`src/common/dtc_pkg.sv`:
```
// constants of the dual timer/counter block
package dtc_pkg;
  // register indices, byte address is four times the index
  localparam logic [7:0] RUN_FLAG_IDX = 8'h88;
  localparam logic [7:0] MODE_SEL_IDX = 8'h89;
  localparam logic [7:0] COUNT_LOW_A_IDX = 8'h8a;
  localparam logic [7:0] COUNT_LOW_B_IDX = 8'h8b;
  localparam logic [7:0] COUNT_HIGH_A_IDX = 8'h8c;
  localparam logic [7:0] COUNT_HIGH_B_IDX = 8'h8d;
  localparam logic [7:0] CLOCK_CTRL_IDX = 8'h8e;
  localparam logic [7:0] PWM_PSC_IDX = 8'h91;
  localparam logic [7:0] RELOAD_LOW_A_IDX = 8'h92;
  localparam logic [7:0] RELOAD_HIGH_A_IDX = 8'h93;
  localparam logic [7:0] RELOAD_LOW_B_IDX = 8'h94;
  localparam logic [7:0] RELOAD_HIGH_B_IDX = 8'h95;
  // reset values
  localparam logic [7:0] PWM_PSC_RST = 8'h24;
  localparam logic [7:0] RELOAD_RST = 8'h00;
  localparam logic [7:0] ZERO_RST = 8'h00;
  // run/flag register fields
  localparam int FLAG_B_BIT = 7;
  localparam int RUN_B_BIT = 6;
  localparam int FLAG_A_BIT = 5;
  localparam int RUN_A_BIT = 4;
  // mode select fields
  localparam int GATE_B_BIT = 7;
  localparam int SEL_B_BIT = 6;
  localparam int MODE_B_LSB = 4;
  localparam int GATE_A_BIT = 3;
  localparam int SEL_A_BIT = 2;
  localparam int MODE_A_LSB = 0;
  // pwm/prescale fields
  localparam int OE_B_BIT = 7;
  localparam int OE_A_BIT = 6;
  localparam int PSC_B_LSB = 3;
  localparam int PSC_A_LSB = 0;
  // clock control fields
  localparam int X2_A_BIT = 4;
  localparam int X2_B_BIT = 5;
  localparam int COMPAT_BIT = 6;
  // timer modes
  localparam logic [1:0] MODE_VAR = 2'h0;
  localparam logic [1:0] MODE_RLD16 = 2'h1;
  localparam logic [1:0] MODE_RLD8 = 2'h2;
  localparam logic [1:0] MODE_SPLIT = 2'h3;
endpackage

```
`src/core/dtc_core.sv`:
```
// dual timer/counter with ahb-lite register slave
//
// Register access over AHB-Lite was left to the implementer.
module dtc_core (
  // clock and reset
  input wire logic hclk,
  input wire logic hresetn,
  // ahb-lite slave
  input wire logic hsel,
  input wire logic [31:0] haddr,
  input wire logic [1:0] htrans,
  input wire logic hwrite,
  input wire logic [2:0] hsize,
  input wire logic [31:0] hwdata,
  input wire logic hready,
  output logic hreadyout,
  output logic hresp,
  output logic [31:0] hrdata,
  // count pins, two-way
  input wire logic count_pin_a_in,
  output logic count_pin_a_out,
  output logic count_pin_a_oe,
  input wire logic count_pin_b_in,
  output logic count_pin_b_out,
  output logic count_pin_b_oe,
  // gate pins
  input wire logic gate_pin_a,
  input wire logic gate_pin_b,
  // interrupt vector acknowledges
  input wire logic int_ack_a,
  input wire logic int_ack_b,
  // overflow flags to the interrupt controller
  output logic overflow_flag_a,
  output logic overflow_flag_b
);
  typedef struct packed {
    logic [7:0] rfc;
    logic [7:0] msel;
    logic [7:0] pwmc;
    logic [7:0] ckc;
    logic [7:0] tla;
    logic [7:0] tha;
    logic [7:0] tlb;
    logic [7:0] thb;
    logic [7:0] rla;
    logic [7:0] rha;
    logic [7:0] rlb;
    logic [7:0] rhb;
    logic [3:0] div;
    logic [2:0] ca;
    logic [2:0] cb;
    logic [1:0] ga;
    logic [1:0] gb;
    logic wr;
    logic [7:0] widx;
    logic [31:0] rdata;
    logic rdy;
    logic pa;
    logic pb;
    logic oa;
    logic ob;
  } dtc_state_t;

  dtc_state_t q;
  dtc_state_t n;
  logic tick;
  logic cea;
  logic ceb;
  logic ena;
  logic enb;
  logic seta;
  logic setb;
  logic [1:0] ma;
  logic [1:0] mb;
  // active low-byte mask of timer b in mode 0
  logic [7:0] mkb;

  // one counting step: {overflow, high, low}
  function automatic logic [16:0] dtc_step(input logic [1:0] m, input logic [7:0] lo, input logic [7:0] hi,
                                           input logic [7:0] rl, input logic [7:0] rh, input logic [2:0] w);
    logic [7:0] mk;
    logic [15:0] sum;
    mk = 8'hff >> (3'h7 - w);
    sum = {hi, lo} + 16'h0001;
    dtc_step = {1'b0, hi, lo};
    case (m)
      dtc_pkg::MODE_VAR: begin
        // upper low-byte bits above the width are kept as they are
        if ((lo & mk) == mk) begin
          dtc_step = {hi == 8'hff, hi + 8'h01, lo & ~mk};
        end else begin
          dtc_step = {1'b0, hi, (lo & ~mk) | ((lo + 8'h01) & mk)};
        end
      end
      dtc_pkg::MODE_RLD16: begin
        if ({hi, lo} == 16'hffff) begin
          dtc_step = {1'b1, rh, rl};
        end else begin
          dtc_step = {1'b0, sum};
        end
      end
      dtc_pkg::MODE_RLD8: begin
        if (lo == 8'hff) begin
          dtc_step = {1'b1, hi, hi};
        end else begin
          dtc_step = {1'b0, hi, lo + 8'h01};
        end
      end
      default: begin
        dtc_step = {1'b0, hi, lo};
      end
    endcase
  endfunction

  always_comb begin
    logic [16:0] sa;
    logic [16:0] sb;
    logic [7:0] rd;
    logic hit;
    logic [7:0] wd;
    sa = 17'h00000;
    sb = 17'h00000;
    rd = 8'h00;
    wd = hwdata[7:0];
    hit = (haddr[31:10] == 22'h000000) && (haddr[1:0] == 2'h0);
    n = q;
    ma = q.msel[dtc_pkg::MODE_A_LSB +: 2];
    mb = q.msel[dtc_pkg::MODE_B_LSB +: 2];
    mkb = 8'hff >> (3'h7 - q.pwmc[dtc_pkg::PSC_B_LSB +: 3]);

    // shared prescale divider
    tick = (q.div == q.ckc[3:0]);
    n.div = tick ? 4'h0 : q.div + 4'h1;
    cea = (q.ckc[dtc_pkg::COMPAT_BIT] | q.ckc[dtc_pkg::X2_A_BIT]) ? tick : 1'b1;
    ceb = (q.ckc[dtc_pkg::COMPAT_BIT] | q.ckc[dtc_pkg::X2_B_BIT]) ? tick : 1'b1;

    // pin synchronisers, third stage only for falling-edge detection
    n.ca = {q.ca[1:0], count_pin_a_in};
    n.cb = {q.cb[1:0], count_pin_b_in};
    n.ga = {q.ga[0], gate_pin_a};
    n.gb = {q.gb[0], gate_pin_b};

    ena = q.rfc[dtc_pkg::RUN_A_BIT] & (~q.msel[dtc_pkg::GATE_A_BIT] | q.ga[1])
        & (q.msel[dtc_pkg::SEL_A_BIT] ? (q.ca[2] & ~q.ca[1]) : cea);
    enb = q.rfc[dtc_pkg::RUN_B_BIT] & (~q.msel[dtc_pkg::GATE_B_BIT] | q.gb[1])
        & (q.msel[dtc_pkg::SEL_B_BIT] ? (q.cb[2] & ~q.cb[1]) : ceb);

    seta = 1'b0;
    setb = 1'b0;
    if (ma == dtc_pkg::MODE_SPLIT) begin
      // low byte on timer a controls, high byte counts clocks on timer b run bit
      if (ena) begin
        {seta, n.tla} = {q.tla == 8'hff, q.tla + 8'h01};
      end
      if (q.rfc[dtc_pkg::RUN_B_BIT] & cea) begin
        {setb, n.tha} = {q.tha == 8'hff, q.tha + 8'h01};
      end
    end else if (ena) begin
      sa = dtc_step(ma, q.tla, q.tha, q.rla, q.rha, q.pwmc[dtc_pkg::PSC_A_LSB +: 3]);
      {seta, n.tha, n.tla} = sa;
    end
    if (enb) begin
      sb = dtc_step(mb, q.tlb, q.thb, q.rlb, q.rhb, q.pwmc[dtc_pkg::PSC_B_LSB +: 3]);
      {n.thb, n.tlb} = sb[15:0];
      if (ma != dtc_pkg::MODE_SPLIT) begin
        setb = sb[16];
      end
    end

    // vector acknowledge clears the flag
    n.rfc[dtc_pkg::FLAG_A_BIT] = q.rfc[dtc_pkg::FLAG_A_BIT] & ~int_ack_a;
    n.rfc[dtc_pkg::FLAG_B_BIT] = q.rfc[dtc_pkg::FLAG_B_BIT] & ~int_ack_b;

    // data phase of a write; software overrides a same-cycle count step
    if (q.wr) begin
      case (q.widx)
        dtc_pkg::RUN_FLAG_IDX: n.rfc = wd;
        dtc_pkg::MODE_SEL_IDX: n.msel = wd;
        dtc_pkg::PWM_PSC_IDX: n.pwmc = wd;
        dtc_pkg::CLOCK_CTRL_IDX: n.ckc = {1'b0, wd[6:0]};
        dtc_pkg::COUNT_LOW_A_IDX: n.tla = wd;
        dtc_pkg::COUNT_HIGH_A_IDX: n.tha = wd;
        dtc_pkg::COUNT_LOW_B_IDX: n.tlb = wd;
        dtc_pkg::COUNT_HIGH_B_IDX: n.thb = wd;
        dtc_pkg::RELOAD_LOW_A_IDX: n.rla = wd;
        dtc_pkg::RELOAD_HIGH_A_IDX: n.rha = wd;
        dtc_pkg::RELOAD_LOW_B_IDX: n.rlb = wd;
        dtc_pkg::RELOAD_HIGH_B_IDX: n.rhb = wd;
        default: n.widx = q.widx;
      endcase
    end
    // a hardware set wins over any clear in the same cycle
    n.rfc[dtc_pkg::FLAG_A_BIT] = n.rfc[dtc_pkg::FLAG_A_BIT] | seta;
    n.rfc[dtc_pkg::FLAG_B_BIT] = n.rfc[dtc_pkg::FLAG_B_BIT] | setb;

    // simple edge-aligned pulse: high while count below compare
    n.pa = q.tha < q.rha;
    n.pb = q.thb < q.rhb;
    n.oa = q.pwmc[dtc_pkg::OE_A_BIT];
    n.ob = q.pwmc[dtc_pkg::OE_B_BIT];

    // address phase; read data reflects this cycle's write
    n.wr = 1'b0;
    n.rdy = 1'b1;
    n.rdata = 32'h00000000;
    if (hsel && htrans[1] && hready && hit) begin
      n.wr = hwrite;
      n.widx = haddr[9:2];
      case (haddr[9:2])
        dtc_pkg::RUN_FLAG_IDX: rd = n.rfc;
        dtc_pkg::MODE_SEL_IDX: rd = n.msel;
        dtc_pkg::PWM_PSC_IDX: rd = n.pwmc;
        dtc_pkg::CLOCK_CTRL_IDX: rd = n.ckc;
        dtc_pkg::COUNT_LOW_A_IDX: rd = n.tla;
        dtc_pkg::COUNT_HIGH_A_IDX: rd = n.tha;
        dtc_pkg::COUNT_LOW_B_IDX: rd = n.tlb;
        dtc_pkg::COUNT_HIGH_B_IDX: rd = n.thb;
        dtc_pkg::RELOAD_LOW_A_IDX: rd = n.rla;
        dtc_pkg::RELOAD_HIGH_A_IDX: rd = n.rha;
        dtc_pkg::RELOAD_LOW_B_IDX: rd = n.rlb;
        dtc_pkg::RELOAD_HIGH_B_IDX: rd = n.rhb;
        default: rd = 8'h00;
      endcase
      if (!hwrite) begin
        n.rdata = {24'h000000, rd};
      end
    end
  end

  always_ff @(posedge hclk or negedge hresetn) begin
    if (!hresetn) begin
      q <= '0;
      q.pwmc <= dtc_pkg::PWM_PSC_RST;
      q.rfc <= dtc_pkg::ZERO_RST;
      q.msel <= dtc_pkg::ZERO_RST;
      q.rla <= dtc_pkg::RELOAD_RST;
      q.rha <= dtc_pkg::RELOAD_RST;
      q.rlb <= dtc_pkg::RELOAD_RST;
      q.rhb <= dtc_pkg::RELOAD_RST;
    end else begin
      q <= n;
    end
  end

  assign hreadyout = q.rdy;
  assign hresp = 1'b0;
  assign hrdata = q.rdata;
  assign count_pin_a_out = q.pa;
  assign count_pin_a_oe = q.oa;
  assign count_pin_b_out = q.pb;
  assign count_pin_b_oe = q.ob;
  assign overflow_flag_a = q.rfc[dtc_pkg::FLAG_A_BIT];
  assign overflow_flag_b = q.rfc[dtc_pkg::FLAG_B_BIT];
endmodule // dtc_core

```
`config.mk`:
```
export PLATFORM = sky130hd
export DESIGN_NAME = dtc_core
export DESIGN_NICKNAME = d
export VERILOG_FILES = /design/src/common/dtc_pkg.sv /design/src/core/dtc_core.sv
export SDC_FILE = /design/constraint.sdc
export NUM_CORES = 1
export LEC_CHECK = 0
export BUFFER_PORTS_ARGS = -buffer_cell sky130_fd_sc_hd__buf_2
export CAP_MARGIN = 30
export CORE_MARGIN = 5
export CORE_UTILIZATION = 50
export CTS_CLUSTER_DIAMETER = 120
export CTS_CLUSTER_SIZE = 30
export DETAILED_ROUTE_END_ITERATION = 8
export GPL_TIMING_DRIVEN = 0
export PLACE_DENSITY = 0.7
export SETUP_SLACK_MARGIN = 0.2
export SLEW_MARGIN = 10
export SYNTH_ARGS = -nofsm -noshare
export SYNTH_HDL_FRONTEND = slang
export SYNTH_SLANG_ARGS = --single-unit
```
`constraint.sdc`:
```
create_clock -name hclk -period 8.14 [get_ports hclk]
set_clock_uncertainty 0.05 [all_clocks]
set_input_delay 0.407 -clock hclk [delete_from_list [all_inputs] [get_ports hclk]]
set_output_delay 0.407 -clock hclk [all_outputs]
set_load 0.005 [all_outputs]
```
Word-level counts from Yosys, hierarchy flattened
Cells that the tools add are included.
W data, S select, Z words.
{ "totals": {"ff_bits": 156, "word_cells": 157} }
{ "op_classes": {"muxes": 41, "add_sub_neg": 9, "n_eq_ne": 39, "shift": 2, "bitwise": 31, "magnitude_cmp": 2, "n_reduce_logical": 8} }
{ "ops": {"columns": ["operator", "n"], "rows": [
  ["$eq A8 B8 Y1 const B", 28],
  ["$mux W8", 15],
  ["$mux W17", 6],
  ["$pmux W17 S3", 2],
  ["$mux W96", 1],
  ["$pmux W8 S12", 1],
  ["$and A8 B8 Y8", 6],
  ["$mux W16", 3],
  ["$mux W41", 1],
  ["$add A16 B1 Y16 const B", 2],
  ["$add A8 B1 Y8 const B", 4],
  ["$eq A16 B16 Y1 const B", 2],
  ["$logic_not A22 Y1", 1],
  ["$eq A8 B8 Y1", 2],
  ["$lt A8 B8 Y1", 2],
  ["$not A8 Y8", 2],
  ["$or A8 B8 Y8", 2],
  ["$shr A8 B3 Y8 const A", 2],
  ["$mux W1", 11],
  ["$and A1 B1 Y1", 9],
  ["$eq A2 B2 Y1 const B", 3],
  ["$logic_not A2 Y1", 3],
  ["$not A1 Y1", 6],
  ["$or A1 B1 Y1", 6],
  ["7 further kinds", 12]
]} }

Longest topological paths before layout
{ "logic_depth": {"word_depth": 15, "mapped_depth": 11, "ltp_nobuf": 9} }

Worst setup path before layout
Ideal clock, no wire load.
{ "synth_path": {"kind": "reg2reg", "startpoint": "register q[39] (netlist bit)", "endpoint": "register q (netlist bit hrdata[3])", "stages_incl_launch_ff": 11, "period_less_slack_ns": 2.911, "setup_slack_ns": 5.229, "path_buffers": 2, "required_time_ns": 7.966, "arrival_ns": 2.738, "cell_sequence": "dfrtp_1 buf_2 nand2b_1 buf_2 nor4_2 mux2_2 a22oi_2 o21ai_1 a2111oi_2 o211ai_1 o31a_1"} }
{ "synth_lines": {"columns": ["item", "line", "rtl"], "rows": [
  ["from (decl)", "dtc_core.sv:64", "dtc_state_t q;"],
  ["from (signal assigned)", "dtc_core.sv:241", "q <= n;"]
]} }

==> results.md <==
- Reg power frac: 0.366
- Synthesis-to-layout area growth: 14.7%
- GPL Wtd Cong: just over 1
- Drt initial violations: roughly 1,500
- Fin crit period: between 3 and 4 ns
- WP data required: 8.39 ns
- DRT antenna net count: 0
- R2R Path Start: q[37]
- Max-cap violation count: 0
- Core footprint: 19,500 µm²
- Setup Buffers After CTS: 0
- Detail-routed via count per cell: 6.61
- Status: completed
- Yosys cell types: 88
- F_max: 0.258 GHz
- Setup crit start kind: flip-flop
- Largest family of logic cells by synthesized area: compound AO/OA/AOI/OAI gates
- Synthesis-stage register bit count: ~130
- Post-route DRC violation count: 0
- Die width: about 150 µm
- CTS root buf: clkbuf_16
- FP Rows: 51
- Fin. max-slew vios: 0
- CP arrival: approximately 4.1 ns
- Synth Area in Adders: 0.0241
- Avg Inst Size Synth: 8.45 µm²
- First-pass GRT wire length: 58,400 µm
- Fillers: 1,810
- Slew @ Worst Pin: 0.987 ns
- Antenna violations before repair: 0
- Chip Height: 151 µm
- Worst r2r path cells: 9
- Initial Utilization: 0.507
- Predominant post-synthesis flop cell: dfrtp_1
- Clk pwr share: 0.395
- TritonCTS buffer count: 17
- Drt pass-1 iters: 8
- Pin count of the biggest net entering global routing: 78
- Post_cts resized: 0
- Psw: 697 µW
- Hold path depth: 1
- ANT cells: 0
- Compound-Gate Fraction of Synth Area: 0.236
- Setup total negative slack: 0 ns
- I/O Buffers: 65
- Xor/xnor cell area share of the yosys netlist: 0.0284
- Finish-stage setup viols: 0
- Worst-skew pair later-pin latency: 0.44 ns
- Seq/Total Area, Yosys: 0.335
- Clock tree buffer depth: 2
- DR WL/cell: between 20 and 25 µm
- Setup CP Type: flip-flop to flip-flop
- Clk sinks: 132
- Detailed placement HPWL: 29,100 µm
- Worst-path maximum fanout: 8
- Hold_ws: 0.0181 ns
- R2R Setup Slk: 4.26 ns
- Final WL: 38,600 µm
- Grt ovf: 0
- Nets: 1,385
- Number of synthesized flops with an enable pin: 0
- Die area: around 23,000 µm²
- CTS H-tree lvls: 4
- DR vias: 10,300
- Hold Path End: n[49]
- I/O Pins: 120
- CTS tree: yes
- Mux share of post-synthesis cell area: 0.0760
- Synth warn: 0
- Synthesized instance count: 1,169
- Vias in the first global route: 9,537
- Fin crit share: 0.477
- VDD IR-drop max: 0.141 mV
- Switching Fraction: 0.350
- Cell-internal power: 1290 µW
- Crit. End Element: flip-flop
- Hold Crit Class: primary input to flip-flop
- Reg2reg end: hrdata[3]
- Ratio of cells with drive above 1 in the final layout: 0.179
- FFs w/ async S/R, synth: 1.00
- Simple-Gate Fraction of Synth Area: 0.222
- Final hold vios: 0
- Cell Pwr Density: 176 nW/µm²
- GRT Util Overall: 0.342
- Leak pwr: 0.00481 µW
- Worst Min Path Start: gate_pin_a
- Slew margin rel.: 0.336
- Combinational Power Share: 0.238
- RSZ-0062 raised after global routing: false
- CTS clk-pin slew, worst paths: 0.08 ns
- Mapped Area: between 9000 and 10,000 µm²
[area by class of cell]
type                    count  area, µm²  share of cell area
repair buffers             74        418              0.0369
plain buffers             118        593              0.0524
inverters                  47        176              0.0156
flip-flops and latches    132       3310               0.292
clock buffers              17        425              0.0376
clock inverters            15        168              0.0148
multi-input cells         896       5900               0.521
well taps                 265        332              0.0293
[per-stage QoR]
stage | utilization | area [µm²] | cells | setup slack (ns) | total power (µW)
3_3_place_gp | 0.546 | 10600 | 1523 | 4.13 | 1200
3_5_place_dp | 0.550 | 10700 | 1529 | 4.47 | 1200
2_1_floorplan | - | 9960 | 1193 | 5.23 | 1040
5_1_grt | 0.582 | 11300 | 1564 | 4.14 | 2070
6_report | 0.582 | 11300 | 1564 | 4.26 | 1990
4_1_cts | 0.581 | 11300 | 1562 | 4.44 | 1980
[power by group through the flow]
stage	Sequential [µW]	Combinational [µW]	Clock, µW
after global placement	739	458	0
after global routing	735	515	818
after CTS	728	462	787
final	729	475	788
after detailed placement	741	458	0
after floorplan	731	307	0
[worst max-delay path, stage by stage (launching register included)]
cell and delay, ns:
dfrtp_1 0.32, clkbuf_1 0.25, nand3b_1 0.33, nor4_4 0.74
mux2_2 0.44, mux2i_1 0.23, o21ai_0 0.15, a2111oi_2 0.64
o211ai_1 0.23, o31a_1 0.37
[synthesized netlist by cell type, types with 23 or more instances]
cell | count | area [µm²]
dfrtp_1 | 130 | 3250
nand2_1 | 104 | 390
nor2_1 | 73 | 274
a21oi_1 | 62 | 310
clkbuf_1 | 61 | 229
o21ai_0 | 55 | 275
mux2_2 | 48 | 541
inv_1 | 46 | 173
nand3_1 | 43 | 215
nor3_1 | 39 | 195
buf_4 | 33 | 248
nand4_1 | 33 | 206
nor2b_1 | 23 | 144
[registers in the layout, summed over array words and instances, names as in the netlist, 2 cells and up]
register,count
q,105
hrdata,8
n,8
ma,2
mb,2
[placed cells by master, fill, tap and decap left out, types with 17 or more instances in the layout]
cell and count:
nor2b_1 23, a21o_1 19, nor3_1 39, conb_1 26, dfrtp_1 130, a31oi_1 17, mux2_2 48, nand3_1 43
a21oi_1 62, nor2_1 73, o211ai_1 20, clkbuf_16 17, clkbuf_1 61, buf_2 88, inv_1 46, buf_4 34
nand4_1 33, ha_1 19, o21ai_0 55, mux2i_1 18, nand2_1 104
[timing repair]
action | CTS | global route
endpoints found under the setup margin | 0 | 0
hold buffers | 1 | 0
endpoints found under the hold margin | 55 | 0
[how the worst max path moves through the flow]
stage	start	to	slack (ns)	cells after the start
after CTS	q[117]	hrdata[5]	4.44	10
after global placement	haddr[3]	hrdata[6]	4.13	9
after global routing	q[56]	hrdata[7]	4.14	10
after detailed placement	q[117]	hrdata[5]	4.47	10
after floorplan	q[39]	hrdata[3]	5.23	10
final	q[37]	hrdata[3]	4.26	9
[routing by layer]
layer,track usage,share of wire
met2,0.503,0.43
met1,0.490,0.41
met3,0.0993,0.13
met5,0,0
met4,0.0952,0.028
[kinds of logic after synthesis]
family | Yosys count
xor gates and xnor gates | 32
DFF | 132
muxes | 68
AOI/OAI and AO/OA | 333
and+or+nand+nor | 418
adders and majority gates | 19
other | 2
buffers and inverters | 165
Note: power is estimated with default switching activity, not from simulation.
